## src/rtl/cfg_switch_pkg.sv

```systemverilog
// Constants and carrier types for the configuration switch control register.
// Assumes one byte clock and a synchronous host control bus on that clock.
package cfg_switch_pkg;

	// Register map and field layout
	localparam logic [7:0] CFG_SWITCH_CTRL_ADDR = 8'h01;
	localparam logic [7:0] CFG_RESET_VALUE      = 8'h00;
	localparam int         A_SEL_LSB            = 0;
	localparam int         B_SEL_LSB            = 2;
	localparam int         TX_SEL_LSB           = 4;
	localparam int         A_EN_BIT             = 6;
	localparam int         B_EN_BIT             = 7;

	// Bus codes of the switch selectors
	localparam logic [1:0] SEL_PHY_INVALID = 2'h0;
	localparam logic [1:0] SEL_RECEIVER    = 2'h1;
	localparam logic [1:0] SEL_A_REQUEST   = 2'h2;
	localparam logic [1:0] SEL_B_REQUEST   = 2'h3;

	// Transmit mode code for active transmit
	localparam logic [2:0] TX_MODE_ACTIVE = 3'h0;

	// Repeat filter symbol pairs and halt limit
	localparam logic [7:0] HALT_PAIR      = 8'h11;
	localparam logic [7:0] IDLE_PAIR      = 8'hFF;
	localparam logic [2:0] MAX_HALT_PAIRS = 3'h4;

	// One switch byte: parity, control flag and eight data bits
	typedef struct packed {
		logic       parity;
		logic       control;
		logic [7:0] data;
	} sw_byte_t;

	typedef enum logic [1:0] {
		RF_PASS   = 2'b00,
		RF_HALTS  = 2'b01,
		RF_IDLE   = 2'b10
	} rf_state_t;

endpackage

```

## src/rtl/cfg_bus_mux.sv

```systemverilog
// Four-to-one selector of configuration switch byte buses.
// Purely combinational; the caller registers the result.
`timescale 1ns/100ps
`default_nettype none
module cfg_bus_mux (
	input  wire logic [1:0]               sel,
	input  wire cfg_switch_pkg::sw_byte_t phy_invalid,
	input  wire cfg_switch_pkg::sw_byte_t receiver,
	input  wire cfg_switch_pkg::sw_byte_t a_request,
	input  wire cfg_switch_pkg::sw_byte_t b_request,
	output var  cfg_switch_pkg::sw_byte_t picked
);
	import cfg_switch_pkg::*;

	// Encoding shared by all three selectors
	always_comb begin
		unique case (sel)
			SEL_PHY_INVALID: picked = phy_invalid;
			SEL_RECEIVER:    picked = receiver;
			SEL_A_REQUEST:   picked = a_request;
			SEL_B_REQUEST:   picked = b_request;
		endcase
	end
endmodule
`default_nettype wire

```

## src/rtl/cfg_switch_ctrl.sv

```systemverilog
// Configuration switch control register with its switch outputs.
// Assumes the control bus, switch buses and timer reload share SYS_CLK.
//
// Operation
// - A output port carries the bus picked by selector bits 1:0.
// - B output port carries the bus picked by selector bits 3:2.
// - Transmitter input carries the bus picked by selector bits 5:4.
// - A port pins float when A enable is 0, driven when 1.
// - B port pins float when B enable is 0, driven when 1.
// - Active transmit from invalid bus in repeat state: at most four halt pairs, then idle.
// - Host writes are conditional; timer reload may load the register.
// - Without a B port, B bits stay read/write but move no pin.
// - A bit changed since the last host read or write is kept; inhibit flag set.
`timescale 1ns/100ps
`default_nettype none
module cfg_switch_ctrl #(
	parameter bit HAS_B_PORT = 1'b1
) (
	input  wire logic                     SYS_CLK,
	input  wire logic                     RST,
	input  wire logic                     CB_WR,
	input  wire logic                     CB_RD,
	input  wire logic [7:0]               CB_ADDR,
	input  wire logic [7:0]               CB_WDATA,
	output var  logic [7:0]               CB_RDATA,
	input  wire logic                     RELOAD_ENABLE,
	input  wire logic                     RELOAD_STROBE,
	input  wire logic [7:0]               RELOAD_VALUE,
	input  wire logic                     CWI_CLEAR,
	output var  logic                     CWI_FLAG,
	input  wire logic [2:0]               TRANSMIT_MODE,
	input  wire logic                     REPEAT_STATE,
	input  wire cfg_switch_pkg::sw_byte_t PHY_INVALID_BUS,
	input  wire cfg_switch_pkg::sw_byte_t RECEIVER_BUS,
	input  wire cfg_switch_pkg::sw_byte_t A_REQUEST_BUS,
	input  wire cfg_switch_pkg::sw_byte_t B_REQUEST_BUS,
	output var  cfg_switch_pkg::sw_byte_t A_OUT,
	output var  logic                     A_OUT_OE,
	output var  cfg_switch_pkg::sw_byte_t B_OUT,
	output var  logic                     B_OUT_OE,
	output var  cfg_switch_pkg::sw_byte_t TX_IN
);
	import cfg_switch_pkg::*;

	////////////////////////////////////////////////////////////////////////
	// Register and conditional write

	logic [7:0] cfg_q;
	logic [7:0] snap_q;
	logic [7:0] cfg_d;
	logic [7:0] changed;
	logic       hit_wr;
	logic       hit_rd;
	logic       inhibit;
	logic       cwi_q;

	assign hit_wr  = CB_WR && (CB_ADDR == CFG_SWITCH_CTRL_ADDR);
	assign hit_rd  = CB_RD && (CB_ADDR == CFG_SWITCH_CTRL_ADDR);
	assign changed = cfg_q ^ snap_q;

	// Changed bits keep their value so a reload is never overwritten blindly
	always_comb begin
		cfg_d   = cfg_q;
		inhibit = 1'b0;
		if (RELOAD_ENABLE && RELOAD_STROBE) begin
			cfg_d   = RELOAD_VALUE;
			inhibit = hit_wr;
		end else if (hit_wr) begin
			cfg_d   = (CB_WDATA & ~changed) | (cfg_q & changed);
			inhibit = |changed;
		end
	end

	// Register store
	always_ff @(posedge SYS_CLK) begin
		if (RST) begin
			cfg_q <= CFG_RESET_VALUE;
		end else begin
			cfg_q <= cfg_d;
		end
	end

	// Compare copy taken at each host read; a write also refreshes it
	always_ff @(posedge SYS_CLK) begin
		if (RST) begin
			snap_q <= CFG_RESET_VALUE;
		end else if (hit_rd) begin
			snap_q <= cfg_q;
		end else if (hit_wr) begin
			snap_q <= cfg_d;
		end
	end

	// Sticky inhibit flag; a new event beats a clear in the same cycle
	always_ff @(posedge SYS_CLK) begin
		if (RST) begin
			cwi_q <= 1'b0;
		end else if (inhibit) begin
			cwi_q <= 1'b1;
		end else if (CWI_CLEAR) begin
			cwi_q <= 1'b0;
		end
	end
	assign CWI_FLAG = cwi_q;

	// Read data, unmapped addresses answer zero
	always_ff @(posedge SYS_CLK) begin
		if (RST) begin
			CB_RDATA <= 8'h00;
		end else if (CB_RD) begin
			CB_RDATA <= hit_rd ? cfg_q : 8'h00;
		end
	end

	////////////////////////////////////////////////////////////////////////
	// Switch selection

	logic [1:0] sel [3];
	sw_byte_t   pick [3];

	assign sel[0] = cfg_q[A_SEL_LSB +: 2];
	assign sel[1] = cfg_q[B_SEL_LSB +: 2];
	assign sel[2] = cfg_q[TX_SEL_LSB +: 2];

	// One selector per destination: A port, B port, transmitter
	for (genvar i = 0; i < 3; i++) begin : g_mux
		cfg_bus_mux u_mux (
			.sel         (sel[i]),
			.phy_invalid (PHY_INVALID_BUS),
			.receiver    (RECEIVER_BUS),
			.a_request   (A_REQUEST_BUS),
			.b_request   (B_REQUEST_BUS),
			.picked      (pick[i])
		);
	end

	// Outputs are registered so data and enable switch together
	always_ff @(posedge SYS_CLK) begin
		if (RST) begin
			A_OUT    <= '0;
			A_OUT_OE <= 1'b0;
		end else begin
			A_OUT    <= pick[0];
			A_OUT_OE <= cfg_q[A_EN_BIT];
		end
	end

	// Without a B port the bits remain stored but the pins never drive
	always_ff @(posedge SYS_CLK) begin
		if (RST) begin
			B_OUT    <= '0;
			B_OUT_OE <= 1'b0;
		end else begin
			B_OUT    <= HAS_B_PORT ? pick[1] : '0;
			B_OUT_OE <= HAS_B_PORT && cfg_q[B_EN_BIT];
		end
	end

	////////////////////////////////////////////////////////////////////////
	// Repeat filter on the transmit path

	rf_state_t  rf_q;
	logic [2:0] halts_q;
	logic       filt_on;

	assign filt_on = (TRANSMIT_MODE == TX_MODE_ACTIVE) && REPEAT_STATE
		&& (sel[2] == SEL_PHY_INVALID);

	// Counts halt pairs passed; once the limit is met only idle leaves
	always_ff @(posedge SYS_CLK) begin
		if (RST || !filt_on) begin
			rf_q    <= RF_PASS;
			halts_q <= 3'h0;
		end else begin
			unique case (rf_q)
				RF_PASS, RF_HALTS: begin
					if (pick[2].data == HALT_PAIR) begin
						halts_q <= halts_q + 3'h1;
						rf_q    <= (halts_q + 3'h1 == MAX_HALT_PAIRS) ? RF_IDLE : RF_HALTS;
					end
				end
				RF_IDLE: rf_q <= RF_IDLE;
				default: rf_q <= RF_PASS;
			endcase
		end
	end

	// Transmitter input; idle replaces anything once halts are spent
	always_ff @(posedge SYS_CLK) begin
		if (RST) begin
			TX_IN <= '0;
		end else if (filt_on && (rf_q == RF_IDLE || pick[2].data != HALT_PAIR)) begin
			TX_IN <= '{parity: ~^IDLE_PAIR, control: 1'b0, data: IDLE_PAIR};
		end else begin
			TX_IN <= pick[2];
		end
	end
endmodule
`default_nettype wire

```

## config.mk

```make
export PLATFORM = sky130hd
export DESIGN_NAME = cfg_switch_ctrl
export DESIGN_NICKNAME = d
export VERILOG_FILES = /design/src/rtl/cfg_switch_pkg.sv /design/src/rtl/cfg_bus_mux.sv /design/src/rtl/cfg_switch_ctrl.sv
export SDC_FILE = /design/constraint.sdc
export NUM_CORES = 1
export LEC_CHECK = 0
export BUFFER_PORTS_ARGS = -buffer_cell sky130_fd_sc_hd__buf_2
export CAP_MARGIN = 20
export CORE_MARGIN = 10
export CORE_UTILIZATION = 50
export DETAILED_ROUTE_END_ITERATION = 7
export GPL_TIMING_DRIVEN = 0
export PLACE_DENSITY = 0.86
export SLEW_MARGIN = 20
export SYNTH_ARGS = -nofsm -noshare
export SYNTH_HDL_FRONTEND = slang
export SYNTH_SLANG_ARGS = --single-unit
```

## constraint.sdc

```tcl
create_clock -name SYS_CLK -period 3.1 [get_ports SYS_CLK]
set_input_delay 0.62 -clock SYS_CLK [delete_from_list [all_inputs] [get_ports SYS_CLK]]
set_output_delay 0.62 -clock SYS_CLK [all_outputs]
set_load 0.01 [all_outputs]
```

Yosys cells after proc, flatten, opt, wreduce, memory -nomap -nowiden

Index checks and enable logic that the tools add are counted.
Widths: inputs -> output; s select.

$add $sub $neg: 1
Reduce and logical (&&, ||, !) cells: 20
Multiplexer cells: 16
Bitwise gates (word level): 5
Equality and inequality tests: 16

Operator list:

| kind                | number |
|---|---|
| $pmux 10 s4         | 3 |
| $mux 8              | 5 |
| $and 8x8->8         | 2 |
| $eq 2x2->1 const B  | 7 |
| $mux 10             | 1 |
| $eq 2x1->1 const B  | 4 |
| $eq 8x1->1 const B  | 1 |
| $eq 8x5->1 const B  | 1 |
| $logic_not 2->1     | 4 |
| $ne 8x5->1 const B  | 1 |
| $not 8->8           | 1 |
| $or 8x8->8          | 1 |
| $reduce_or 8->1     | 1 |
| $xor 8x8->8         | 1 |
| $logic_and 1x1->1   | 6 |
| $mux 1              | 4 |
| $mux 2              | 2 |
| $pmux 2 s2          | 1 |
| $reduce_bool 2->1   | 2 |
| $reduce_or 2->1     | 2 |
| $add 3x1->3 const B | 1 |
| $eq 3x3->1 const B  | 1 |
| $logic_not 3->1     | 1 |
| $logic_or 1x1->1    | 2 |
| other kinds (3)     | 3 |

Register bits: 62
Logic and storage cells: 75

Depth between registers and ports, before layout

Gate-level depths: netlist of run 1.

Word-level depth: 8
Mapped depth: 7
Mapped depth without buffers: 5

Hierarchy

Synthesis of run 1 repeated with hierarchy kept, for this count alone.

Cells, all modules: 297
Area total of the unflattened synthesis: 3255.6 um2

By module, submodules not included:

| module          | times used | cells an instance | seq. area each (um2) | area each (um2) |
|---|---|---|---|---|
| cfg_switch_ctrl | 1          | 261               | 1241.2               | 2531.2 |
| cfg_bus_mux     | 3          | 12                | 0.0                  | 241.5 |

Least setup slack after synthesis of run 1

No wires, ideal clock.

Path type: input to register
Start point: input port CB_ADDR[1]
End point: register snap_q[1]
Path slack: 0.727 ns
Arrival: 2.240 ns
Setup time: 0.132 ns
Cell stages on the path: 6
Cells stage by stage: or4b_2 > clkbuf_1 > nor2_1 > o21ai_1 > nand2_1 > a31oi_1

Word-level cells in the longest chain between the ends: 6
Elaborated cells between the ends (all ways): 8
Those cells by class: eq/ne (1); mux (4); reduce/logical (3)

RTL lines:

| element                | line                                         | RTL |
|---|---|---|
| start: declaration     | cfg_switch_ctrl.sv:23                        | `input wire logic [7:0] CB_ADDR,` |
| $eq 8x1->1 *           | cfg_switch_ctrl.sv:57, cfg_switch_ctrl.sv:58 |  |
| $logic_and 1x1->1      | cfg_switch_ctrl.sv:57                        | `assign hit_wr = CB_WR && (CB_ADDR == CFG_SWITCH_CTRL_ADDR);` |
| $mux 8                 | cfg_switch_ctrl.sv:68                        | `end else if (hit_wr) begin` |
| $mux 8                 | cfg_switch_ctrl.sv:65                        | `if (RELOAD_ENABLE && RELOAD_STROBE) begin` |
| $mux 8                 | cfg_switch_ctrl.sv:89                        | `end else if (hit_wr) begin` |
| $mux 8                 | cfg_switch_ctrl.sv:87                        | `end else if (hit_rd) begin` |
| end signal: assignment | cfg_switch_ctrl.sv:88                        | `snap_q <= cfg_q;` |
| end signal: assignment | cfg_switch_ctrl.sv:90                        | `snap_q <= cfg_d;` |
| end: declaration       | cfg_switch_ctrl.sv:49                        | `logic [7:0] snap_q;` |

Mark *: on every way between the ends. The rest lies on a longest branch, timed or not. The select of a mux whose other input is x is not followed.
A chain may end at the register's enable or synchronous reset.

Worst setup path in the final report of run 1

Same ends and word-level chain as after synthesis.

==> results.yml, run 1 <==
clock_tree:
  post_cts_buffers: 0
  cts_inserted_buffers: 9
  cts_resized: 0
  cts.clk_slew.worst_paths_ns: 0.07
  cts.sink_count: 62
  cts-root-buf: "clkbuf_8"
  clk_path_buf_depth: 2
  cts.htree.levels: 3
  cts_tree: "built"
  holdBufCountCts: 0
  clock_latency_ns: 0.35
grt:
  antenna_found_initial: 0
  grt-ovfl-total: 0
  grt_pass1_vias: 3167
  grtUsageTotal_pct: 19.7
  grt_start_max_net_pins: 11
  grt_pass1_wl_um: 15600
critical_path:
  arrival_ns: 3.06
  crit_path_start_kind: "input pin"
  cp.required_ns: 3.37
  worstSetupEndpointType: "flop"
  path_class: "in -> reg"
  cp_max_fo: 10
timing:
  slew_viol_final: 0
  fin_setup_tns_ns: 0
  fin_ws_ns: 0.307
  rsz0062_at_grt: "no"
  tightest_slew_ns: 1.21
  setup_viol: 0
  relSlewSlack_pct: 18.9
  clock.fmax_mhz: 358
  hold_viol_final: 0
  finalCritPeriodShare_pct: 90.1
  layout_min_cycle_time_ns: 2.79
  skew_ns: 0.00898
power_and_ir_drop:
  power_density_mw_per_mm2: 466
  p_clk_share_pct: 39.1
  switchingPower_mw: 0.494
  pwr-share-comb_pct: 16.1
  p_int_mw: 1.40
  leakagePower_nw: 1.61
  pwr-share-seq_pct: 44.7
  ir_drop_mv: 0.506
  switching_share_pct: 26.1
floorplanning:
  core_area_mm2: 0.00606
  initial_core_util_pct: 52.4
  fp.dieW_um: 99.7
  chipHeight_um: 99.7
  num_io_pins: 116
  fp-row-count: 28
  die_area_mm2: 0.00995
drt:
  route.detailed.drc: 0
  drt-wirelength-per-cell_um: 19.8
  routed_via_density: 6.11
  dr.first_iter.drc_count: 245
  wl_um: 9980
  vias: 3074
  dr.pass1.iters: 6
  antenna_left: 0
final_layout:
  layoutNonFillerInstCount: 503
  diodes: 0
  nets: 500
  final_cell_mix: "buf_2, dfxtp_1, nor2_1, mux4_2, nor2b_1"
  final_common_cell: "buf_2"
  post-route-util_pct: 66.8
  drive_gt1_share_pct: 37.9
  area_growth_pct: 27.4
placement:
  dp_hpwl_um: 7480
  io_buffer_count: 113
  gp_congestion: 0.930
  pre_cts_slack_ns: 0.0586
  dp.cells: 487
yosys:
  yosysSeqAreaShare_pct: 39.1
  avgSynthCellArea_um2: 10.6
  synthCells: 299
  synth_cell_types: 41
  synth_warnings: 0
  syn_area_mm2: 0.00318
  synth_nets: 376
  synth_top_area_share_pct: 39.1
  ys_top_cells_by_area: "dfxtp_1, mux4_2, mux4_1, nor2b_1, nor2_1"
  synth_seq_cells: 62
  yosysTopAreaCell: "dfxtp_1"
run_status:
  outcome: "complete, no violations"
hold_path:
  min_path_type: "reg -> reg"
run:
  cap_violations: 0
==> logic make-up (layout without fill, tap and decap cells) <==
| logic type | Yosys count | after routing | synth area share, % |
|---|---|---|---|
| adders and majority gates | 2 | 2 | 0.787 |
| xor gates and xnor gates | 8 | 8 | 2.20 |
| muxes | 32 | 32 | 22.7 |
| and+or+nand+nor | 112 | 112 | 19.4 |
| DFF | 62 | 62 | 39.1 |
| buffers and inverters | 26 | 155 | 3.66 |
| AOI/OAI and AO/OA | 57 | 57 | 12.1 |
==> worst paths after layout <==
kind | start | endpoint | slack (ns) | cells past startpoint
min reg2reg | CB_RDATA[1] | CB_RDATA[1] | 0.47 | 2
max reg2reg | cfg_q[5] | rf_q[0] | 0.44 | 6
max | CB_ADDR[1] | snap_q[1] | 0.31 | 6
min | CB_RDATA[1] | CB_RDATA[1] | 0.47 | 2
==> per-layer routing <==
metal / vias up / global-route usage (%) / wire (µm)
li1: 1385 / - / -
met1: 1442 / 21.8 / 3580
met2: 224 / 32.5 / 4920
met3: 23 / 7.96 / 1250
met4: 0 / 8.82 / 225
met5: - / 0 / 0
==> metrics by stage <==
| stage | cell area, µm² | power (mW) | hold slack [ns] |
|---|---|---|---|
| after floorplan | 3180 | 1.03 | 0.465 |
| after global placement | 3840 | 1.15 | 0.456 |
| after detailed placement | 3840 | 1.16 | 0.462 |
| after CTS | 4040 | 1.88 | 0.475 |
| after global routing | 4050 | 1.95 | 0.504 |
| final | 4050 | 1.89 | 0.473 |
==> flip-flops by register name, summed over array words and instances (netlist names) <==
name      cells
halts_q       3
B_OUT        10
A_OUT_OE      1
CB_RDATA      8
snap_q        8
TX_IN        10
A_OUT        10
B_OUT_OE      1
cfg_q         8
rf_q          2
CWI_FLAG      1
==> synth_stat cells (all sizes together) <==
master and instances:
or4 1, nor2b 23, ha 2, a21boi 1, nor4 3, nor3b 1
or4b 3, clkbuf 17, nand4 1, a21oi 14, a31oi 9, xor2 1
nand3 9, a2111oi 1, a211oi 8, mux2i 2, or2 1, nand3b 1
nor4b 3, and3 8, nand2 9, xnor2 7, mux4 30, dfxtp 62
nand2b 10, nor3 2, buf 4, inv 4, a41oi 7, o41ai 8
nor2 36, clkinv 1, and2 1, o21ai 9
==> worst max-delay path, stage by stage <==
cell and delay [ns]:
buf_2 0.11, or4b_2 0.65, clkbuf_1 0.24, nor4_1 0.96, o21ai_0 0.22, a31oi_1 0.25
==> cell type report <==
class                           count  area [µm²]
Fill cell                         477        2010
Timing Repair Buffer              113         566
Clock buffer                       12         155
Tap cell                           75        93.8
Buffer                             21        97.6
Multi-Input combinational cell    211        1830
Clock inverter                      4        45.0
Sequential cell                    62        1240
Inverter                            5        18.8
==> power by group through the flow <==
stage / logic (mW) / registers (mW) / clock network [mW]
2_1_floorplan: 0.155 / 0.879 / 0
3_3_place_gp: 0.291 / 0.862 / 0
3_5_place_dp: 0.300 / 0.863 / 0
4_1_cts: 0.302 / 0.845 / 0.735
5_1_grt: 0.329 / 0.848 / 0.769
6_report: 0.305 / 0.845 / 0.739
(Power assumes the default switching activity.)
==> run 2, diff against run 1 <==
PLACE_DENSITY = 0.88   (was 0.86)
==> run 2 against run 1 <==
Effect of this change: sequential share of layout area shrank 0.18 points; first-iteration DRC count decreased by 24%; critical path depth increased by 1; via count is 2.6% lower; final cell count stayed put; non-clock buffer count stayed put; clock-buffer cell count is the same; final area increased by 0.59%; critical path type unchanged; largest power group is now the clock network; highest routed layer unchanged.
==> results.yml, run 2 (synthesis results as in run 1) <==
critical_path:
  cp.required_ns: 3.31
  critical_path_buf_inv_count: 2
  slowest_delay_ns: 0.65
  arrival_ns: 2.85
  crit_path_start_kind: "input pin"
  reg2reg_from: "cfg_q[5]"
  crit_chain: "buf_2 > or4b_2 > clkbuf_1 > nor2_1 > o21ai_1 > nand2_1 > a31oi_1"
  path_class: "in -> reg"
  cp-startpoint: "CB_ADDR[1]"
  slowest_stage: "or4b_2"
  worstSetupEndpointType: "flop"
  cp_max_fo: 10
  crit_family: "simple AND/OR/NAND/NOR gates"
final_layout:
  nets: 500
  layoutNonFillerInstCount: 503
  drive_gt1_share_pct: 37.1
  diodes: 0
  final_cell_mix: "buf_2, dfxtp_1, nor2_1, mux4_2, nor2b_1"
  final_common_cell: "buf_2"
  reg_top3: "A_OUT: 10 flops, B_OUT: 10 flops, TX_IN: 10 flops"
  area_growth_pct: 28.2
floorplanning:
  initial_core_util_pct: 52.4
  chipHeight_um: 99.7
  core_area_mm2: 0.00606
  fp-row-count: 28
  die_area_mm2: 0.00995
  num_io_pins: 116
  fp.dieW_um: 99.7
drt:
  antenna_left: 0
  dr.first_iter.drc_count: 186
  dr.pass1.iters: 4
  drt-wirelength-per-cell_um: 19.4
  wl_um: 9740
  routed_via_density: 5.95
  route.detailed.drc: 0
  vias: 2994
hold_path:
  hold_start: "CWI_FLAG"
  min_path_type: "reg -> reg"
clock_tree:
  clk_path_buf_depth: 2
  cts.htree.levels: 3
  cts_tree: "built"
  cts_inserted_buffers: 9
  post_cts_buffers: 0
  cts-root-buf: "clkbuf_8"
  cts.clk_slew.worst_paths_ns: 0.06
  cts.sink_count: 62
  clock_latency_ns: 0.35
  holdBufCountCts: 0
  cts_resized: 0
grt:
  use_met1_pct: 21.0
  grt-busiest-layer: "met2"
  grt-ovfl-total: 0
  met3_usage_pct: 6.85
  grt_start_max_net_pins: 11
  grt_pass1_wl_um: 15500
  antenna_found_initial: 0
  met2_usage_pct: 32.6
  grtUsageTotal_pct: 19.5
  grt_pass1_vias: 3161
placement:
  pre_cts_slack_ns: 0.104
  dp_hpwl_um: 7520
  io_buffer_count: 113
  dp.cells: 487
  gp_congestion: 0.900
run_status:
  outcome: "complete, no violations"
timing:
  clock.fmax_mhz: 378
  fin_ws_ns: 0.456
  hold_viol_final: 0
  finalCritPeriodShare_pct: 85.3
  setup_viol: 0
  fin_setup_tns_ns: 0
  layout_min_cycle_time_ns: 2.64
  skew_ns: 0.0121
  tightest_slew_ns: 1.11
  rsz0062_at_grt: "no"
  fin_hold_ws_ns: 0.468
  relSlewSlack_pct: 25.2
  slew_viol_final: 0
power_and_ir_drop:
  leakagePower_nw: 1.62
  ir_drop_mv: 0.356
  power_density_mw_per_mm2: 491
  p_total_mw: 2.00
run:
  cap_violations: 0
run 2: metrics by stage:
| stage | cell area, µm² | utilization, % |
|---|---|---|
| 3_5_place_dp | 3840 | 63.3 |
| 3_3_place_gp | 3840 | 63.3 |
| 2_1_floorplan | 3180 | - |
| 6_report | 4070 | 67.2 |
| 4_1_cts | 4070 | 67.1 |
| 5_1_grt | 4070 | 67.2 |
run 2: worst reg2reg max path, cell delays in order, from the launching register on:
cell       delay (ns)
dfxtp_1          0.47
clkbuf_1         0.51
mux4_2           0.44
or4b_4           0.56
nor2_2           0.14
nor2_1           0.07
a2111oi_2        0.33
run 2: where the power goes:
part	internal (mW)	leakage [nW]	switching [mW]
clock network	0.534	0.115	0.320
logic	0.151	0.996	0.151
registers	0.832	0.509	0.0123
total	1.52	1.62	0.483
run 2: area by class of cell:
type	instances	area, µm²
Buffer	21	97.6
Inverter	5	18.8
Fill cell	498	1990
Sequential cell	62	1240
Timing Repair Buffer	113	566
Tap cell	75	93.8
Multi-Input combinational cell	211	1830
Clock inverter	4	95.1
Clock buffer	12	135
run 2: worst paths after layout:
kind	to	slack, ns	cells past startpoint
worst min-delay path	CWI_FLAG	0.47	2
worst max-delay path	snap_q[6]	0.46	7
worst min register to register	CWI_FLAG	0.47	2
worst max register to register	rf_q[0]	0.48	6
run 2: metal layers:
metal / vias up / part of all wire (%)
li1: 1392 / -
met1: 1397 / 38
met2: 173 / 48
met3: 32 / 10
met4: 0 / 3.8
met5: - / 0
==> run 3, diff against run 2 <==
CELL_PAD_IN_SITES_DETAIL_PLACEMENT = 1   (was default)
CELL_PAD_IN_SITES_GLOBAL_PLACEMENT = 1   (was default)
CORE_UTILIZATION = 37   (was 50)
PLACE_DENSITY = 0.86   (was 0.88)
==> run 3 against run 2 <==
Effect of this change: power is 5.7% lower; die area is 28% higher; sequential share of layout area is 0.14 points lower; global-route usage is 2.1 points lower; critical path depth is 1 lower; highest routed layer unchanged; setup slack worse by 0.020 ns; final cell count is 6.0% higher; combinational power is 3% higher; clock power is 15% lower; final area is 0.46% higher.
==> results.yml, run 3 (synthesis results as in run 1) <==
placement:
  io_buffer_count: 113
  dp.cells: 517
  dp_hpwl_um: 8760
  pre_cts_slack_ns: 0.113
  gp_congestion: 0.863
  dpl_cell_area_mm2: 0.00389
drt:
  drt-wirelength-per-cell_um: 21.1
  route.detailed.drc: 0
  routed_via_density: 5.70
  wl_um: 11300
  dr.first_iter.drc_count: 189
  antenna_left: 0
  vias: 3037
  dr.pass1.iters: 4
critical_path:
  reg2regPathDepth: 6
  cp-startpoint: "cfg_q[5]"
  path_class: "reg -> reg"
  worstSetupEndpointType: "flop"
  arrival_ns: 2.93
  cp_max_fo: 10
  crit_path_start_kind: "flop"
  cp.required_ns: 3.36
  reg2reg_from: "cfg_q[5]"
floorplanning:
  die_area_mm2: 0.0127
  initial_core_util_pct: 38.3
  core_area_mm2: 0.00830
  fp.dieW_um: 113
  chipHeight_um: 113
  fp-row-count: 33
  num_io_pins: 116
clock_tree:
  cts_resized: 0
  cts_tree: "built"
  cts.clk_slew.worst_paths_ns: 0.07
  post_cts_buffers: 0
  clk_path_buf_depth: 2
  holdBufCountCts: 0
  cts.sink_count: 62
  clock_latency_ns: 0.36
  cts-root-buf: "clkbuf_8"
  cts_inserted_buffers: 9
  cts.htree.levels: 3
grt:
  grt_start_max_net_pins: 12
  grt_pass1_vias: 3313
  grt-ovfl-total: 0
  antenna_found_initial: 0
  grt_pass1_wl_um: 17700
  grtUsageTotal_pct: 17.4
final_layout:
  design_area_mm2: 0.00409
  regArea_mm2: 0.00124
  area_growth_pct: 28.8
  multiInputGateArea_mm2: 0.00184
  final_common_cell: "buf_2"
  nets: 500
  diodes: 0
  post-route-util_pct: 49.3
  drive_gt1_share_pct: 38.3
  fill_cells: 977
  final_cell_mix: "buf_2, dfxtp_1, nor2_1, mux4_2, nor2b_1"
  reg_top3: "A_OUT: 10 flops, B_OUT: 10 flops, TX_IN: 10 flops"
  layoutNonFillerInstCount: 533
timing:
  tightest_slew_ns: 0.795
  hold_viol_final: 0
  clock.fmax_mhz: 375
  layout_min_cycle_time_ns: 2.66
  fin_ws_ns: 0.436
  setup_viol: 0
  fin_hold_ws_ns: 0.473
  relSlewSlack_pct: 47.0
  finalCritPeriodShare_pct: 85.9
  rsz0062_at_grt: "no"
  fin_setup_tns_ns: 0
  slew_viol_final: 0
  skew_ns: 0.00916
run:
  cap_violations: 0
hold_path:
  hold_start: "CB_RDATA[1]"
  min_delay_path_depth: 2
  min_path_type: "reg -> reg"
run_status:
  outcome: "complete, no violations"
power_and_ir_drop:
  power_density_mw_per_mm2: 461
  ir_drop_mv: 0.166
  p_total_mw: 1.89
  leakagePower_nw: 1.61
-- run 3: final timing paths --
check / end / slack (ns)
max: rf_q[0] / 0.44
min: CB_RDATA[1] / 0.47
max reg2reg: rf_q[0] / 0.44
min reg2reg: CB_RDATA[1] / 0.47
-- run 3: final cells by class --
type,count,share of cell area (%)
buffer,21,2.38
clock buffer,10,3.36
clock inverter,6,1.50
inverter,5,0.459
multi-input combinational,211,44.9
sequential,62,30.3
tap,105,3.21
timing repair buffer,113,13.8
-- run 3: where the power goes --
group / total [mW] / internal (mW) / switching, mW / leakage (nW)
combinational: 0.311 / 0.152 / 0.159 / 0.998
sequential: 0.845 / 0.832 / 0.0130 / 0.509
clock: 0.730 / 0.390 / 0.341 / 0.102
total: 1.89 / 1.37 / 0.513 / 1.61
-- run 3: routing by layer --
layer / GRT usage, % / up-vias / part of all wire (%)
met5: 0 / - / 0
met4: 7.45 / 0 / 2.3
met3: 5.27 / 23 / 9.2
met2: 29.8 / 148 / 50
met1: 19.5 / 1489 / 39
li1: - / 1377 / -
-- run 3: critical path, stage by stage (launching register included) --
cell       delay, ns
dfxtp_1         0.47
clkbuf_1        0.55
mux4_2          0.45
or4b_4          0.57
nor2_2          0.15
nor2_1          0.07
a2111oi_2       0.32
